## config.mk

```make
export PLATFORM = sky130hd
export DESIGN_NAME = serial_eeprom_write_guard
export DESIGN_NICKNAME = d
export VERILOG_FILES = /design/src/design/serial_eeprom_write_guard.v
export VERILOG_INCLUDE_DIRS = /design/src /design/src/design
export SDC_FILE = /design/constraint.sdc
export NUM_CORES = 1
export LEC_CHECK = 0
export BUFFER_PORTS_ARGS = -buffer_cell sky130_fd_sc_hd__buf_2
export CAP_MARGIN = 40
export CELL_PAD_IN_SITES_DETAIL_PLACEMENT = 0
export CELL_PAD_IN_SITES_GLOBAL_PLACEMENT = 2
export CORE_MARGIN = 2
export CORE_UTILIZATION = 33
export DETAILED_ROUTE_END_ITERATION = 8
export PLACE_DENSITY_LB_ADDON = 0.1
export SYNTH_ARGS = -nofsm -noshare
export SYNTH_HDL_FRONTEND = slang
export SYNTH_SLANG_ARGS = --single-unit
export TNS_END_PERCENT = 5
```

## constraint.sdc

```tcl
create_clock -name clk_sys_i -period 2.1 [get_ports clk_sys_i]
set_input_delay 0.105 -clock clk_sys_i [delete_from_list [all_inputs] [get_ports clk_sys_i]]
set_output_delay 0.105 -clock clk_sys_i [all_outputs]
set_load 0.01 [all_outputs]
```

## src/design/write_guard_defines.vh

```
// What this block does
// - Legacy scheme: array writes allowed only per the two block-guard level bits.
// - Enhanced scheme follows partition table entries; ignored when legacy is selected.
// - With pin guard on, registers protected only if guard pin low whole frame.
// - Guard pin falling during a running internal write does not stop it, but keeps a status write from clearing pin-guard enable.
// - Pin-guard enable zero makes the guard pin ignored entirely.
// - Freeze leaves pin-guard enable and block-guard level untouched and writable.
// - Freeze ignored while pin-guard enable is one and guard pin low.
// - Freeze is 37h, address AA40h, byte D2h; write starts at select release.
// - Freeze end clears both permits, fixes scheme select, sets frozen flag until reset.
// - Freeze frame shorter than 32 bits aborts with no internal write.
// - Nonvolatile write commands are refused unless the write permit latch is one.
// - Opcode 06h then select release sets write permit at once, no cycle.
// - Write permit clears at reset, nonvolatile write end, clear command, soft reinit.
// - Opcode 04h clears write permit whatever the guard pin does.
// - Byte zero bits 3-2 hold block-guard level; bits 6-4 read zero.
// - Bit 0 of both status bytes is busy during an internal write.
// - Byte one bit 7 selects enhanced when one, legacy (default) when zero.
// - Partition permit in byte one bit 4; partition commands need it set.
// - Boundary-lock flag one is only shown in status; partition writes (32h) are not blocked by it.
// - Byte one bit 2 shows last nonvolatile write blocked by undervoltage.
// - Byte one bit 6 shows the last read needed error correction.
// - Pin-guard enable cannot be cleared while the guard pin is low.
// - Legacy levels: 1 guards 0C00h-0FFFh, 2 guards 0800h-0FFFh, 3 all.
`ifndef WRITE_GUARD_DEFINES_VH
`define WRITE_GUARD_DEFINES_VH

// ==========================================================
// Opcodes
`define OP_STATUS_WRITE   8'h01
`define OP_ARRAY_WRITE    8'h02
`define OP_CLEAR_PERMIT   8'h04
`define OP_STATUS_READ    8'h05
`define OP_SET_PERMIT     8'h06
`define OP_SET_PART       8'h07
`define OP_BUSY_POLL      8'h08
`define OP_CLEAR_PART     8'h0a
`define OP_UV_CFG_WRITE   8'h11
`define OP_PART_WRITE     8'h32
`define OP_BOUNDARY_GUARD 8'h34
`define OP_FREEZE         8'h37
`define OP_SOFT_REINIT    8'h7c
`define OP_SECURITY_WRITE 8'h82

// ==========================================================
// Freeze frame constants
`define FREEZE_ADDR       16'haa40
`define FREEZE_CONFIRM    8'hd2
`define FREEZE_BITS       7'h20

// ==========================================================
// Status field positions
`define S0_PIN_GUARD      7
`define S0_LEVEL_HI       3
`define S0_LEVEL_LO       2
`define S0_PERMIT         1
`define S1_SCHEME         7
`define S1_CORRECTION     6
`define S1_FROZEN         5
`define S1_PART_PERMIT    4
`define S1_BOUNDARY       3
`define S1_UV_BLOCKED     2
`define S_BUSY            0

// ==========================================================
// Legacy guard boundaries and reset values
`define LEVEL1_START      12'hc00
`define LEVEL2_START      12'h800
`define RESET_LEVEL       2'h0
`define RESET_SCHEME      1'b0

// ==========================================================
// Internal write time
`define WRITE_TIME_NS     100000
`define CLK_PERIOD_NS     8
`define WRITE_CYCLES      ((`WRITE_TIME_NS + `CLK_PERIOD_NS - 1) / `CLK_PERIOD_NS)

`endif

```

## src/design/serial_eeprom_write_guard.v

```verilog
`timescale 1ns/100ps
`include "write_guard_defines.vh"

module serial_eeprom_write_guard #(
  parameter integer WRITE_CYCLES = `WRITE_CYCLES
) (
  input  wire        clk_sys_i,         // System clock, 125 MHz.
  input  wire        rst_i,             // Synchronous reset, active high.
  input  wire        sck_i,             // Serial clock pin.
  input  wire        cs_n_i,            // Chip select pin, active low.
  input  wire        si_i,              // Serial data in pin.
  input  wire        wp_n_i,            // Write-guard pin, active low.
  input  wire        part_protected_i,  // Partition table says address guarded.
  input  wire        uv_lockout_i,      // Supply below write threshold.
  input  wire        read_done_i,       // Pulse: an array read finished.
  input  wire        read_corrected_i,  // That read needed correction.
  output reg         so_o,              // Serial data out.
  output reg         so_oe_o,           // Serial out drive enable.
  output reg  [11:0] part_addr_o,       // Address presented to the partition table.
  output reg         nv_start_o,        // Pulse: internal write begins.
  output reg         nv_done_o,         // Pulse: internal write committed.
  output reg  [7:0]  nv_opcode_o,       // Command of the internal write.
  output reg  [7:0]  status_low_o,      // Status byte zero.
  output reg  [7:0]  status_high_o      // Status byte one.
);

  // ==========================================================
  // Pin synchronisers
  reg  [1:0] sck_s_q, cs_s_q, si_s_q, wp_s_q;
  reg        sck_d1_q;
  always @(posedge clk_sys_i) begin
    if (rst_i) begin
      sck_s_q  <= 2'h0;
      cs_s_q   <= 2'h3;
      si_s_q   <= 2'h0;
      wp_s_q   <= 2'h3;
      sck_d1_q <= 1'b0;
    end else begin
      sck_s_q  <= {sck_s_q[0], sck_i};
      cs_s_q   <= {cs_s_q[0], cs_n_i};
      si_s_q   <= {si_s_q[0], si_i};
      wp_s_q   <= {wp_s_q[0], wp_n_i};
      sck_d1_q <= sck_s_q[1];
    end
  end

  // Edges of the serial clock are found on the synchronised copy, two cycles late.
  wire sck_rise = sck_s_q[1] & ~sck_d1_q;
  wire sck_fall = ~sck_s_q[1] & sck_d1_q;
  wire sel      = ~cs_s_q[1];
  wire wp_low   = ~wp_s_q[1];

  // ==========================================================
  // Status state
  reg        pin_guard_enable_q;
  reg  [1:0] block_guard_level_q;
  reg        write_permit_latch_q;
  reg        scheme_select_q;
  reg        correction_used_flag_q;
  reg        config_frozen_flag_q;
  reg        partition_permit_latch_q;
  reg        boundary_lock_flag_q;
  reg        undervoltage_blocked_flag_q;
  reg        busy_q;

  // Both status bytes carry the same busy bit.
  wire [7:0] s0 = {pin_guard_enable_q, 3'h0, block_guard_level_q,
                   write_permit_latch_q, busy_q};
  wire [7:0] s1 = {scheme_select_q, correction_used_flag_q, config_frozen_flag_q,
                   partition_permit_latch_q, boundary_lock_flag_q,
                   undervoltage_blocked_flag_q, 1'b0, busy_q};

  // ==========================================================
  // Frame receiver
  reg        sel_q;
  reg  [6:0] cnt_q;
  reg  [31:0] sh_q;
  reg        wp_low_all_q;
  reg  [7:0] op_q;
  reg  [7:0] cmd_q;

  wire frame_end = sel_q & ~sel;
  // The opcode is caught at the eighth bit, so short frames decode it as well.
  // A frame of fewer than eight bits leaves zero here, which no command uses.
  wire [7:0] opcode = cmd_q;

  // Legacy block guard: level one guards the top quarter, two the top half, three all.
  function guarded_legacy;
    input [1:0]  level;
    input [11:0] addr;
    begin
      case (level)
        2'h0:    guarded_legacy = 1'b0;
        2'h1:    guarded_legacy = (addr >= `LEVEL1_START);
        2'h2:    guarded_legacy = (addr >= `LEVEL2_START);
        default: guarded_legacy = 1'b1;
      endcase
    end
  endfunction

  // Registers guarded only when the pin stayed low for the whole frame.
  wire hw_guard = pin_guard_enable_q & wp_low_all_q;
  wire [11:0] waddr = sh_q[19:8];
  wire arr_guard = scheme_select_q ? part_protected_i
                                   : guarded_legacy(block_guard_level_q, waddr);
  wire both_permits = write_permit_latch_q & partition_permit_latch_q;

  // Commands act once, at select release, and only while no internal write runs.
  reg  [7:0] op_sel;
  reg        start_ok;
  reg        set_permit, clr_permit, set_part, clr_part;
  always @* begin
    op_sel     = opcode;
    start_ok   = 1'b0;
    set_permit = 1'b0;
    clr_permit = 1'b0;
    set_part   = 1'b0;
    clr_part   = 1'b0;
    if (frame_end && !busy_q) begin
      case (op_sel)
        `OP_SET_PERMIT:  set_permit = (cnt_q == 7'h08);
        `OP_CLEAR_PERMIT: clr_permit = 1'b1;
        `OP_SET_PART:    set_part = write_permit_latch_q;
        `OP_CLEAR_PART:  clr_part = 1'b1;
        `OP_SOFT_REINIT: begin
          clr_permit = 1'b1;
          clr_part   = 1'b1;
        end
        `OP_STATUS_WRITE:
          start_ok = write_permit_latch_q & ~hw_guard & (cnt_q >= 7'h10);
        `OP_UV_CFG_WRITE:
          start_ok = write_permit_latch_q & ~hw_guard & (cnt_q >= 7'h10);
        `OP_ARRAY_WRITE:
          start_ok = write_permit_latch_q & ~arr_guard & (cnt_q >= 7'h20);
        `OP_SECURITY_WRITE:
          start_ok = write_permit_latch_q & (cnt_q >= 7'h20);
        `OP_PART_WRITE, `OP_BOUNDARY_GUARD:
          start_ok = both_permits & ~hw_guard & ~config_frozen_flag_q
                     & (cnt_q >= 7'h20);
        `OP_FREEZE:
          start_ok = both_permits & ~hw_guard & ~config_frozen_flag_q
                     & (cnt_q == `FREEZE_BITS)
                     & (sh_q[23:8] == `FREEZE_ADDR)
                     & (sh_q[7:0] == `FREEZE_CONFIRM);
        default: start_ok = 1'b0;
      endcase
    end
  end

  // Bits count only while selected; the shift register keeps the first 32 bits.
  always @(posedge clk_sys_i) begin
    if (rst_i) begin
      sel_q        <= 1'b0;
      cnt_q        <= 7'h00;
      cmd_q        <= 8'h00;
      sh_q         <= 32'h0000_0000;
      wp_low_all_q <= 1'b0;
    end else begin
      sel_q <= sel;
      if (sel & ~sel_q) begin
        cnt_q        <= 7'h00;
        cmd_q        <= 8'h00;
        wp_low_all_q <= wp_low;
      end else if (sel) begin
        if (!wp_low)
          wp_low_all_q <= 1'b0;
        if (sck_rise) begin
          if (cnt_q == 7'h07)
            cmd_q <= {sh_q[6:0], si_s_q[1]};
          if (cnt_q < 7'h20)
            sh_q <= {sh_q[30:0], si_s_q[1]};
          if (cnt_q != 7'h7f)
            cnt_q <= cnt_q + 7'h01;
        end
      end
    end
  end

  // ==========================================================
  // Internal write sequencer
  reg [23:0] timer_q;
  reg [15:0] data_q;
  reg [6:0]  len_q;
  wire       done = busy_q & (timer_q == 24'h000000);
  // The load value is cut to the timer width on purpose; the count fits easily.
  localparam [31:0] LOAD_VALUE = WRITE_CYCLES - 1;

  always @(posedge clk_sys_i) begin
    if (rst_i) begin
      busy_q                      <= 1'b0;
      timer_q                     <= 24'h000000;
      op_q                        <= 8'h00;
      data_q                      <= 16'h0000;
      len_q                       <= 7'h00;
      pin_guard_enable_q          <= 1'b0;
      block_guard_level_q         <= `RESET_LEVEL;
      write_permit_latch_q        <= 1'b0;
      scheme_select_q             <= `RESET_SCHEME;
      config_frozen_flag_q        <= 1'b0;
      partition_permit_latch_q    <= 1'b0;
      boundary_lock_flag_q        <= 1'b0;
      undervoltage_blocked_flag_q <= 1'b0;
      correction_used_flag_q      <= 1'b0;
    end else begin
      if (read_done_i)
        correction_used_flag_q <= read_corrected_i;
      if (set_permit)
        write_permit_latch_q <= 1'b1;
      if (clr_permit)
        write_permit_latch_q <= 1'b0;
      if (set_part)
        partition_permit_latch_q <= 1'b1;
      if (clr_part)
        partition_permit_latch_q <= 1'b0;
      // Undervoltage at the start of a write blocks it and is kept until the next start.
      if (start_ok) begin
        undervoltage_blocked_flag_q <= uv_lockout_i;
        if (!uv_lockout_i) begin
          busy_q  <= 1'b1;
          timer_q <= LOAD_VALUE[23:0];
          op_q    <= opcode;
          // A status write of 32 bits keeps its first two data bytes; a 16-bit one keeps its opcode and byte zero.
          if (cnt_q >= 7'h20)
            data_q <= sh_q[23:8];
          else
            data_q <= sh_q[15:0];
          len_q   <= cnt_q;
        end
      end
      // The pin is not looked at here, so a running write always completes.
      if (busy_q && !done)
        timer_q <= timer_q - 24'h000001;
      // On completion the permit drops and the command's own status change is committed.
      if (done) begin
        busy_q               <= 1'b0;
        write_permit_latch_q <= 1'b0;
        case (op_q)
          `OP_STATUS_WRITE: begin
            // Byte zero is the last byte of a two-byte frame, the first of a longer one.
            if (len_q == 7'h10) begin
              block_guard_level_q <= data_q[`S0_LEVEL_HI:`S0_LEVEL_LO];
              if (data_q[`S0_PIN_GUARD] || !wp_low)
                pin_guard_enable_q <= data_q[`S0_PIN_GUARD];
            end else begin
              block_guard_level_q <= data_q[8+`S0_LEVEL_HI:8+`S0_LEVEL_LO];
              if (data_q[8+`S0_PIN_GUARD] || !wp_low)
                pin_guard_enable_q <= data_q[8+`S0_PIN_GUARD];
              if (!config_frozen_flag_q)
                scheme_select_q <= data_q[`S1_SCHEME];
            end
          end
          `OP_BOUNDARY_GUARD:
            boundary_lock_flag_q <= 1'b1;
          `OP_FREEZE: begin
            config_frozen_flag_q     <= 1'b1;
            partition_permit_latch_q <= 1'b0;
          end
          default: config_frozen_flag_q <= config_frozen_flag_q;
        endcase
      end
    end
  end

  // ==========================================================
  // Serial output and registered side outputs
  // Status read and busy poll drive the data line from the first fall after the opcode.
  reg out_rdsr_q, out_poll_q;
  wire [7:0] cur_byte = cnt_q[3] ? s0 : s1;
  always @(posedge clk_sys_i) begin
    if (rst_i) begin
      out_rdsr_q    <= 1'b0;
      out_poll_q    <= 1'b0;
      so_o          <= 1'b0;
      so_oe_o       <= 1'b0;
      part_addr_o   <= 12'h000;
      nv_start_o    <= 1'b0;
      nv_done_o     <= 1'b0;
      nv_opcode_o   <= 8'h00;
      status_low_o  <= 8'h00;
      status_high_o <= 8'h00;
    end else begin
      status_low_o  <= s0;
      status_high_o <= s1;
      part_addr_o   <= waddr;
      nv_start_o    <= start_ok & ~uv_lockout_i;
      nv_done_o     <= done;
      nv_opcode_o   <= op_q;
      if (!sel) begin
        out_rdsr_q <= 1'b0;
        out_poll_q <= 1'b0;
        so_oe_o    <= 1'b0;
      end else if (sck_rise && cnt_q == 7'h07) begin
        out_rdsr_q <= ({sh_q[6:0], si_s_q[1]} == `OP_STATUS_READ);
        out_poll_q <= ({sh_q[6:0], si_s_q[1]} == `OP_BUSY_POLL);
      end else if (sck_fall && (out_rdsr_q || out_poll_q)) begin
        so_oe_o <= 1'b1;
        so_o    <= out_poll_q ? busy_q : cur_byte[3'h7 - cnt_q[2:0]];
      end
    end
  end

endmodule // serial_eeprom_write_guard

```

* Yosys cells after proc, flatten, opt, wreduce, memory -nomap -nowiden
Index checks and enable logic that the tools add are counted.
** Operators by class
- $lt $le $gt $ge :: 6
- Bitwise operators :: 31
- Reduce and logical (&&, ||, !) cells :: 35
- Muxes and demuxes :: 31
- $add $sub $neg :: 3
- Eq/ne operators :: 29
** Operators with widths (count)
- $mux 24 :: 3
- $eq 8x6->1 const B :: 5
- $eq 8x3->1 const B :: 4
- $ge 12x12->1 const B :: 2
- $logic_not 24->1 :: 1
- $sub 24x1->24 const B :: 1
- $mux 1 :: 22
- $and 1x1->1 :: 19
- $eq 16x16->1 const B :: 1
- $eq 8x1->1 const B :: 2
- $eq 8x4->1 const B :: 2
- $eq 8x8->1 const B :: 2
- $mux 16 :: 1
- $reduce_and 2->1 :: 7
- $reduce_or 2->1 :: 7
- $not 1->1 :: 12
- $reduce_and 4->1 :: 3
- $reduce_and 3->1 :: 3
- $eq 8x2->1 const B :: 1
- $eq 8x5->1 const B :: 1
- $eq 8x7->1 const B :: 1
- $mux 8 :: 1
- $add 7x1->7 const B :: 1
- $eq 7x3->1 const B :: 1
- 22 further kinds :: 32
** Word-level totals
- Word-level logic and storage cells :: 171
- Input bits :: 10
- Bits in registers :: 158
- Output and inout port bits :: 40

* Longest topological paths before layout
Gate-level depths: netlist (run 1).
- Depth in word-level cells :: 11
- Mapped depth :: 11
- Mapped depth without buffers :: 8

* Worst setup path after synthesis (run 1)
OpenSTA, ideal clock, no wires.
- Kind :: flip-flop to flip-flop
- Start point :: register timer_q[0]
- End point :: register scheme_select_q
- Buffers on the path :: 0
- Stages on the path, launching flop included :: 9
- Period minus slack after synthesis :: 2.213 ns
- Arrival time :: 2.089 ns
- Setup time :: 0.123 ns
- Data required time :: 1.977 ns
- Path slack :: -0.113 ns
- Path through :: dfxtp_1 > inv_1 > ha_1 > nor4b_4 > nand2b_2 > nor4_1 > nand3_1 > nor3b_1 > mux2_1
** Between the ends
- Cells in the longest elaborated chain, start to end :: 3
** RTL lines
- from (decl) :: line serial_eeprom_write_guard.v:181 : reg [23:0] timer_q;
- from (signal assigned) :: line serial_eeprom_write_guard.v:220 : timer_q <= LOAD_VALUE[23:0];
- from (signal assigned) :: line serial_eeprom_write_guard.v:232 : timer_q <= timer_q - 24'h000001;
- $logic_not 24->1 :: line serial_eeprom_write_guard.v:184 : wire done = busy_q & (timer_q == 24'h000000);
- $and 1x1->1 :: line serial_eeprom_write_guard.v:184
- $reduce_and 4->1 (no line)
- to (signal assigned) :: line serial_eeprom_write_guard.v:198 : scheme_select_q <= `RESET_SCHEME;
- to (signal assigned) :: line serial_eeprom_write_guard.v:249 : scheme_select_q <= data_q[`S1_SCHEME];
- to (decl) :: line serial_eeprom_write_guard.v:58 : reg scheme_select_q;
Every way passes these cells.
A chain may end at the register's enable or synchronous reset.

* Final worst setup path (run 1)
- Start point :: register timer_q[20]
- End point :: register timer_q[13]
** Between the ends
- Cells in the longest elaborated chain, start to end :: 6
- Elaborated cells between the ends (all ways) :: 8
- Those cells by class :: eq/ne: 1; mux: 1; bitwise: 1; reduce/logical: 5
** RTL lines
- $logic_not 24->1 (*) :: line serial_eeprom_write_guard.v:184
- $and 1x1->1 (*) :: line serial_eeprom_write_guard.v:184
- $logic_not 1->1 (*) :: line serial_eeprom_write_guard.v:231 : if (busy_q && !done)
- $logic_and 1x1->1 (*) :: line serial_eeprom_write_guard.v:231
- $ne 2x1->1 (no line) / $reduce_bool 2->1 (equally long branches)
- $reduce_and 2->1 (no line)
Every way passes the cells marked *; elsewhere a longest branch is shown, timed or not.

==> impl_metrics.yaml, run 1 <==
layout:
  fillerInstances: 1719
  antenna_cells: 0
  finish.net_count: 794
  fraction_of_layout_cells_with_a_size_suffix_above_1_pct: 30.0
  fin_cells: 1019
  layout.core_utilization_pct: 45.9
  area_growth_pct: 36.0
power_and_ir_drop:
  power_density_nw_per_um2: 790
  worst_ir_drop_vdd_uv: 733
  cellLeakagePower_nw: 3.25
  internal_power_w: 0.00494
  p_clk_share_pct: 54.6
  power.switching_fraction_pct: 21.2
  netSwitchingPower_w: 0.00133
  power.share.combinational_pct: 1.9
  pwr-share-seq_pct: 43.6
routing:
  detailedRoute.firstPassIterationCount: 4
  routed_wire_length_per_instance_um: 16.3
  met2_length_mm: 7.25
  drt_iter0_markers: 281
  vias: 5074
  drt_drc_violations_left: 0
  route.met3.wl_um: 596
  routed_length_on_met1_mm: 8.49
  routed_wl_mm: 16.6
  drt-vias-per-instance: 4.98
  final_antenna_net_count: 0
  topRoutingLayerUsed: "met4"
floorplan:
  die_height_um: 137
  placeableCoreArea_sq_um: 17300
  io_pins: 50
  die_area_sq_um: 18800
  die_w_um: 137
  initial_utilization_pct: 33.7
  row_cnt: 48
sta:
  finalHoldWorstSlack_ns: 0.0979
  final_number_of_setup_violating_endpoints: 9
  final_skew_ns: 0.00938
  final.setup.tns_ns: -0.462
  setup_repair_after_global_routing_missed_its_margin: "true"
  max_freq_mhz: 458
  report.final.slew_viol_count: 0
  period_needed_ns: 2.18
  final_critical_path_setup_slack_ns: -0.0850
  hold_violations: 0
  min_period_over_period_pct: 104
placement:
  dp_hpwl_mm: 12.1
  portBuffers: 45
  gp_congestion: 0.811
  placement.setup.worst_slack_ns: -0.0959
  placed_cells_incl_taps: 977
critical_path:
  worst_path_most_repeated_cell: "sky130_fd_sc_hd__nor4_4"
  crit_required_ns: 2.42
  crit_path_cell_trace: "nor4_4, nand4_2, o31a_1, nor4_4, nor3_1, a32o_1"
  crit_path_max_fanout: 6
  critical_path_buf_inv_count: 0
  critPathArrivalTime_ns: 2.50
  endpoint_kind: "flip-flop"
  critical_path_class: "reg -> reg"
  cp-start-kind: "flip-flop"
  path_delay_family: "simple AND/OR/NAND/NOR gates"
  crit_path_max_incr_delay_ns: 0.48
  r2r_setup_slk_ns: -0.08
  crit_path_top_delay_cell: "sky130_fd_sc_hd__nor4_4"
flow_run:
  maxCapViolCount: 0
cts:
  cts.root.buffer_cell: "sky130_fd_sc_hd__clkbuf_16"
  clkSinkCount: 143
  cts_tree: "yes"
  ctsHtreeMaxLevel: 4
  clkTransAtPathRegs_ns: 0.06
  clkLatencyLatePin_ns: 0.42
  cts.path.max_buffers: 2
  tritoncts.num_buffers: 17
outcome:
  outcome: "finished with violations"
  violations: "negative setup slack"
hold_path:
  min_path_type: "in -> reg"
synthesis:
  ys_dominant_reg_cell: "sky130_fd_sc_hd__dfxtp_1"
  synth_enable_flop_cells: 0
  yosys.cell_types.count: 68
  syn-mean-instance-area_sq_um: 9.13
  synthesis.yosys.warnings: 0
  synth.largest_area_cell: "sky130_fd_sc_hd__dfxtp_1"
  ys_seq_area_share_pct: 49.1
  synth-async-reset-ratio_pct: 0
  post_synth_inst_count: 639
  syn_area_sq_um: 5830
  synth_area_leaders: "sky130_fd_sc_hd__dfxtp_1 (49%), sky130_fd_sc_hd__nand2_1 (5.2%), sky130_fd_sc_hd__nor2_1 (4.9%), sky130_fd_sc_hd__mux2i_1 (4.6%), sky130_fd_sc_hd__nor2b_1 (4.0%)"
  yosysTopAreaCellShare_pct: 49.1
  ys_seq_elements: 143
global_routing:
  grt_usage_pct: 18.5
  number_of_antenna_violations_at_the_first_check_in_global_routing: 0
  number_of_global_route_vias_before_repair: 4921
  gr-total-overflow: 0
  grt_pass1_wl_mm: 26.3
  grt_start_max_net_pins: 38
-- cells in the mapped netlist, types with 3 or more instances --
master                     count
sky130_fd_sc_hd__a311oi_1     12
sky130_fd_sc_hd__buf_4         5
sky130_fd_sc_hd__nand2b_1      4
sky130_fd_sc_hd__or2_2         4
sky130_fd_sc_hd__nand4b_1      5
sky130_fd_sc_hd__o21ai_0      14
sky130_fd_sc_hd__dfxtp_1     143
sky130_fd_sc_hd__ha_1          3
sky130_fd_sc_hd__and3_1        3
sky130_fd_sc_hd__and4_1        3
sky130_fd_sc_hd__a211oi_1      5
sky130_fd_sc_hd__or3_1         3
sky130_fd_sc_hd__nor4b_1       6
sky130_fd_sc_hd__a21oi_1      42
sky130_fd_sc_hd__nor2b_1      37
sky130_fd_sc_hd__xor2_1       10
sky130_fd_sc_hd__a31oi_1       4
sky130_fd_sc_hd__clkbuf_1     26
sky130_fd_sc_hd__nand4_1       6
sky130_fd_sc_hd__nor4_4        4
sky130_fd_sc_hd__o31ai_1       4
sky130_fd_sc_hd__nand3b_1      3
sky130_fd_sc_hd__nor4_1       11
sky130_fd_sc_hd__xnor2_1       7
sky130_fd_sc_hd__buf_2         5
sky130_fd_sc_hd__nor3_1       14
sky130_fd_sc_hd__nand2_1      81
sky130_fd_sc_hd__mux2i_1      27
sky130_fd_sc_hd__inv_1        13
sky130_fd_sc_hd__nor2_1       76
sky130_fd_sc_hd__nand3_1      11
-- flip-flops by register name, indices dropped and copies added (netlist names), 5 cells and up --
signal         count
sh_q              24
timer_q           24
part_addr_o       12
cmd_q              8
nv_opcode_o        8
op_q               8
cnt_q              7
len_q              7
data_q             6
status_high_o      6
status_low_o       5
-- worst paths after layout --
check	from	end	cells after the start
setup / recovery	timer_q[20]	timer_q[13]	6
hold / removal	rst_i	status_low_o[2]	2
setup reg to reg	timer_q[20]	timer_q[13]	6
hold reg to reg	wp_s_q[0]	wp_s_q[1]	1
-- power groups by stage --
stage / Combinational (W) / Clock [W] / Sequential [W]
after floorplan: 0.0000648 / 0 / 0.00279
final: 0.000119 / 0.00342 / 0.00273
after detailed placement: 0.000106 / 0 / 0.00279
after CTS: 0.000118 / 0.00351 / 0.00273
after global routing: 0.000129 / 0.00363 / 0.00273
after global placement: 0.000106 / 0 / 0.00279
-- per-stage QoR --
stage               total power [W]  cell area [sq um]
detailed placement          0.00290               6980
finish                      0.00627               7940
global route                0.00649               7940
floorplan                   0.00285               5860
global placement            0.00290               6980
CTS                         0.00636               7770
-- placed cells by master (no fill, tap or decap), types with 11 or more instances in the layout --
cell	instances
sky130_fd_sc_hd__a21oi_1	40
sky130_fd_sc_hd__buf_2	44
sky130_fd_sc_hd__buf_4	106
sky130_fd_sc_hd__clkbuf_16	17
sky130_fd_sc_hd__dfxtp_1	136
sky130_fd_sc_hd__inv_1	12
sky130_fd_sc_hd__mux2i_1	27
sky130_fd_sc_hd__nand2_1	81
sky130_fd_sc_hd__nor2_1	76
sky130_fd_sc_hd__nor2b_1	37
sky130_fd_sc_hd__nor3_1	13
sky130_fd_sc_hd__o21ai_0	11
-- metal layers --
layer | track usage (%) | up-vias
li1 | - | 2522
met1 | 25.9 | 2429
met2 | 27.8 | 105
met3 | 4.11 | 18
met4 | 6.47 | 0
met5 | 0 | -
-- layout make-up --
type | count | area (sq um) | share of cell area, %
timing repair buffer | 158 | 1110 | 13.9
tap | 225 | 282 | 3.55
sequential | 143 | 2870 | 36.2
clock buffer | 18 | 439 | 5.53
multi-input combinational | 448 | 2960 | 37.3
clock inverter | 14 | 226 | 2.85
inverter | 13 | 48.8 | 0.615
-- timing repair --
item | CTS | global route
endpoints found under the hold margin | 6 | 0
endpoints found under the setup margin | 30 | 48
pin swaps | 1 | 17
setup buffers | 0 | 3
resized for setup | 10 | 32
hold buffers | 7 | 0
-- kinds of logic after synthesis --
group                    count (synthesis)  synth area share, %
XOR/XNOR                                17                 2.55
adder cells (fa/ha/maj)                  3                0.643
other                                    1               0.0643
AO/OA/AOI/OAI                          102                 11.2
AND/OR/NAND/NOR                        290                 26.7
flip-flops                             143                 49.1
multiplexers                            32                 5.98
buffers and inverters                   51                 3.84
No activity file was read; power rests on OpenSTA's default activity.
==> run 2: changes to the inputs <==
Settings changed: ABC_AREA from default to 1, CORE_MARGIN 2 to 8, CORE_UTILIZATION 33 to 31.
==> impl_metrics.yaml, run 2 <==
outcome:
  outcome: "complete, no violations"
synthesis:
  post_synth_inst_count: 811
  synth.largest_area_cell: "sky130_fd_sc_hd__dfxtp_1"
  synth-async-reset-ratio_pct: 0
  ys_seq_elements: 143
  ys_seq_area_share_pct: 47.3
  synthesis.yosys.warnings: 0
  synth_enable_flop_cells: 0
  synth_area_leaders: "sky130_fd_sc_hd__dfxtp_1 (47%), sky130_fd_sc_hd__nor2_1 (7.3%), sky130_fd_sc_hd__nand2_1 (7.1%), sky130_fd_sc_hd__inv_1 (6.5%), sky130_fd_sc_hd__o21ai_0 (5.7%)"
  yosys.cell_types.count: 45
  ys_dominant_reg_cell: "sky130_fd_sc_hd__dfxtp_1"
  yosysTopAreaCellShare_pct: 47.3
  synthMostInstantiatedCell: "sky130_fd_sc_hd__dfxtp_1"
  syn_area_sq_um: 6050
  post_synth_most_frequent_cells: "sky130_fd_sc_hd__dfxtp_1 (143), sky130_fd_sc_hd__nor2_1 (117), sky130_fd_sc_hd__nand2_1 (115)"
  syn-mean-instance-area_sq_um: 7.46
global_routing:
  grt_pass1_wl_mm: 27.0
  grt_usage_pct: 14.3
  number_of_antenna_violations_at_the_first_check_in_global_routing: 0
  grt_start_max_net_pins: 41
  gr-total-overflow: 0
  number_of_global_route_vias_before_repair: 5087
critical_path:
  critical_path_class: "reg -> reg"
  crit_required_ns: 2.41
  critPathArrivalTime_ns: 2.24
  rr_worst_depth: 15
  crit_path_max_fanout: 17
  rr_endpoint: "timer_q[12]"
  r2r_setup_slk_ns: 0.18
  endpoint_kind: "flip-flop"
  r2r-start: "cnt_q[0]"
  cp-start-kind: "flip-flop"
sta:
  period_needed_ns: 1.92
  final_number_of_setup_violating_endpoints: 0
  hold_violations: 0
  finalHoldWorstSlack_ns: 0.213
  max_freq_mhz: 520
  final.setup.tns_ns: 0
  setup_repair_after_global_routing_missed_its_margin: "false"
  report.final.slew_viol_count: 0
  final_skew_ns: 0.0103
  min_period_over_period_pct: 91.6
floorplan:
  die_area_sq_um: 24200
  row_cnt: 51
  placeableCoreArea_sq_um: 19300
  die_height_um: 156
  die_w_um: 156
  initial_utilization_pct: 31.3
  io_pins: 50
routing:
  vias: 5217
  detailedRoute.firstPassIterationCount: 4
  drt-vias-per-instance: 4.49
  final_antenna_net_count: 0
  drt_iter0_markers: 282
  drt_drc_violations_left: 0
  met2_length_mm: 7.29
  routed_wl_mm: 16.6
  routed_length_on_met1_mm: 8.27
  topRoutingLayerUsed: "met4"
  routed_wire_length_per_instance_um: 14.3
  route.met3.wl_um: 843
layout:
  finish.net_count: 898
  antenna_cells: 0
  layout_commonest_cell: "sky130_fd_sc_hd__dfxtp_1"
  layout_common_cells: "sky130_fd_sc_hd__dfxtp_1 (142), sky130_fd_sc_hd__nor2_1 (117), sky130_fd_sc_hd__nand2_1 (115), sky130_fd_sc_hd__inv_1 (104), sky130_fd_sc_hd__o21ai_0 (69)"
  area_growth_pct: 21.7
  total_area_of_multi_input_combinational_cells_sq_um: 2610
  biggestRegsByFlops: "sh_q x24, timer_q x24, part_addr_o x12"
  layout.core_utilization_pct: 38.1
  fraction_of_layout_cells_with_a_size_suffix_above_1_pct: 16.3
  fillerInstances: 2089
  area.sequential_sq_um: 2860
placement:
  gp_congestion: 0.821
  portBuffers: 45
  dp_hpwl_mm: 12.5
power_and_ir_drop:
  worst_ir_drop_vdd_uv: 529
  cellLeakagePower_nw: 3.23
  power_density_nw_per_um2: 800
cts:
  clkTransAtPathRegs_ns: 0.06
  cts.root.buffer_cell: "sky130_fd_sc_hd__clkbuf_16"
  clkSinkCount: 143
  ctsHtreeMaxLevel: 4
  clkLatencyLatePin_ns: 0.42
  cts.path.max_buffers: 2
  cts_tree: "yes"
  tritoncts.num_buffers: 17
hold_path:
  hold_path.startpoint: "uv_lockout_i"
  worst_hold_path.num_cells: 5
  hold-path-endpoint: "data_q[3]"
  min_path_type: "in -> reg"
flow_run:
  maxCapViolCount: 0
==> run 2: worst max-delay path, stage by stage, from the launching register on <==
cell	delay (ns)
sky130_fd_sc_hd__dfxtp_1	0.42
sky130_fd_sc_hd__clkinv_1	0.13
sky130_fd_sc_hd__ha_1	0.20
sky130_fd_sc_hd__inv_1	0.05
sky130_fd_sc_hd__nor2_1	0.05
sky130_fd_sc_hd__nand3_1	0.09
sky130_fd_sc_hd__nor2_1	0.05
sky130_fd_sc_hd__nand3_1	0.07
sky130_fd_sc_hd__nand2_1	0.06
sky130_fd_sc_hd__inv_2	0.07
sky130_fd_sc_hd__nand2_2	0.05
sky130_fd_sc_hd__nand3_2	0.10
sky130_fd_sc_hd__buf_12	0.17
sky130_fd_sc_hd__nand2_1	0.10
sky130_fd_sc_hd__o21ai_0	0.17
sky130_fd_sc_hd__inv_1	0.05
==> run 2: layer usage <==
layer / vias to the layer above / GRT usage [%]
met3: 15 / 3.88
met2: 95 / 21.9
met1: 2358 / 18.9
met4: 0 / 4.94
met5: - / 0
li1: 2749 / -
==> run 2: power by group <==
part	leakage, nW	total (W)	internal (W)	switching, W
logic	1.78	0.000120	0.0000397	0.0000798
clock network	0.299	0.00304	0.00185	0.00119
registers	1.15	0.00273	0.00272	0.00000865
total	3.23	0.00589	0.00462	0.00127
==> run 2: how the worst max path moves through the flow <==
stage | from | end | slack [ns] | cells after the start
after global placement | timer_q[0] | pin_guard_enable_q | 0.20 | 11
after detailed placement | timer_q[0] | timer_q[7] | 0.17 | 12
after global routing | cnt_q[0] | timer_q[12] | 0.01 | 15
after CTS | timer_q[0] | timer_q[7] | 0.15 | 12
final | cnt_q[0] | timer_q[12] | 0.18 | 15
after floorplan | cnt_q[0] | timer_q[12] | 0.36 | 15
==> run 2: per-stage QoR <==
step | setup slack, ns | total power [W] | area, sq um | instances
floorplan | 0.355 | 0.00286 | 6060 | 814
global placement | 0.200 | 0.00290 | 6700 | 1125
detailed placement | 0.170 | 0.00290 | 6700 | 1125
CTS | 0.155 | 0.00599 | 7360 | 1162
global route | 0.0130 | 0.00612 | 7360 | 1162
finish | 0.176 | 0.00589 | 7360 | 1162
==> run 2: cell type report <==
class,count,area share (%)
clock buffers,20,6.34
clock inverters,11,1.77
inverters,110,5.66
multi-input cells,529,35.4
flip-flops and latches,143,38.9
well taps,265,4.50
repair buffers,84,7.41
==> run 2: cell families after synthesis <==
group,share of synthesized area [%]
xor gates and xnor gates,1.59
adders and majority gates,0.620
AOI/OAI and AO/OA,13.2
other,0.0620
DFF,47.3
buffers and inverters,9.88
and+or+nand+nor,27.4
==> run 2: repair_timing <==
item / in CTS / in global routing
hold buffers: 6 / 0
gates resized for setup: 0 / 4
setup buffers: 0 / 0
endpoints found under the setup margin: 0 / 6
endpoints found under the hold margin: 5 / 0
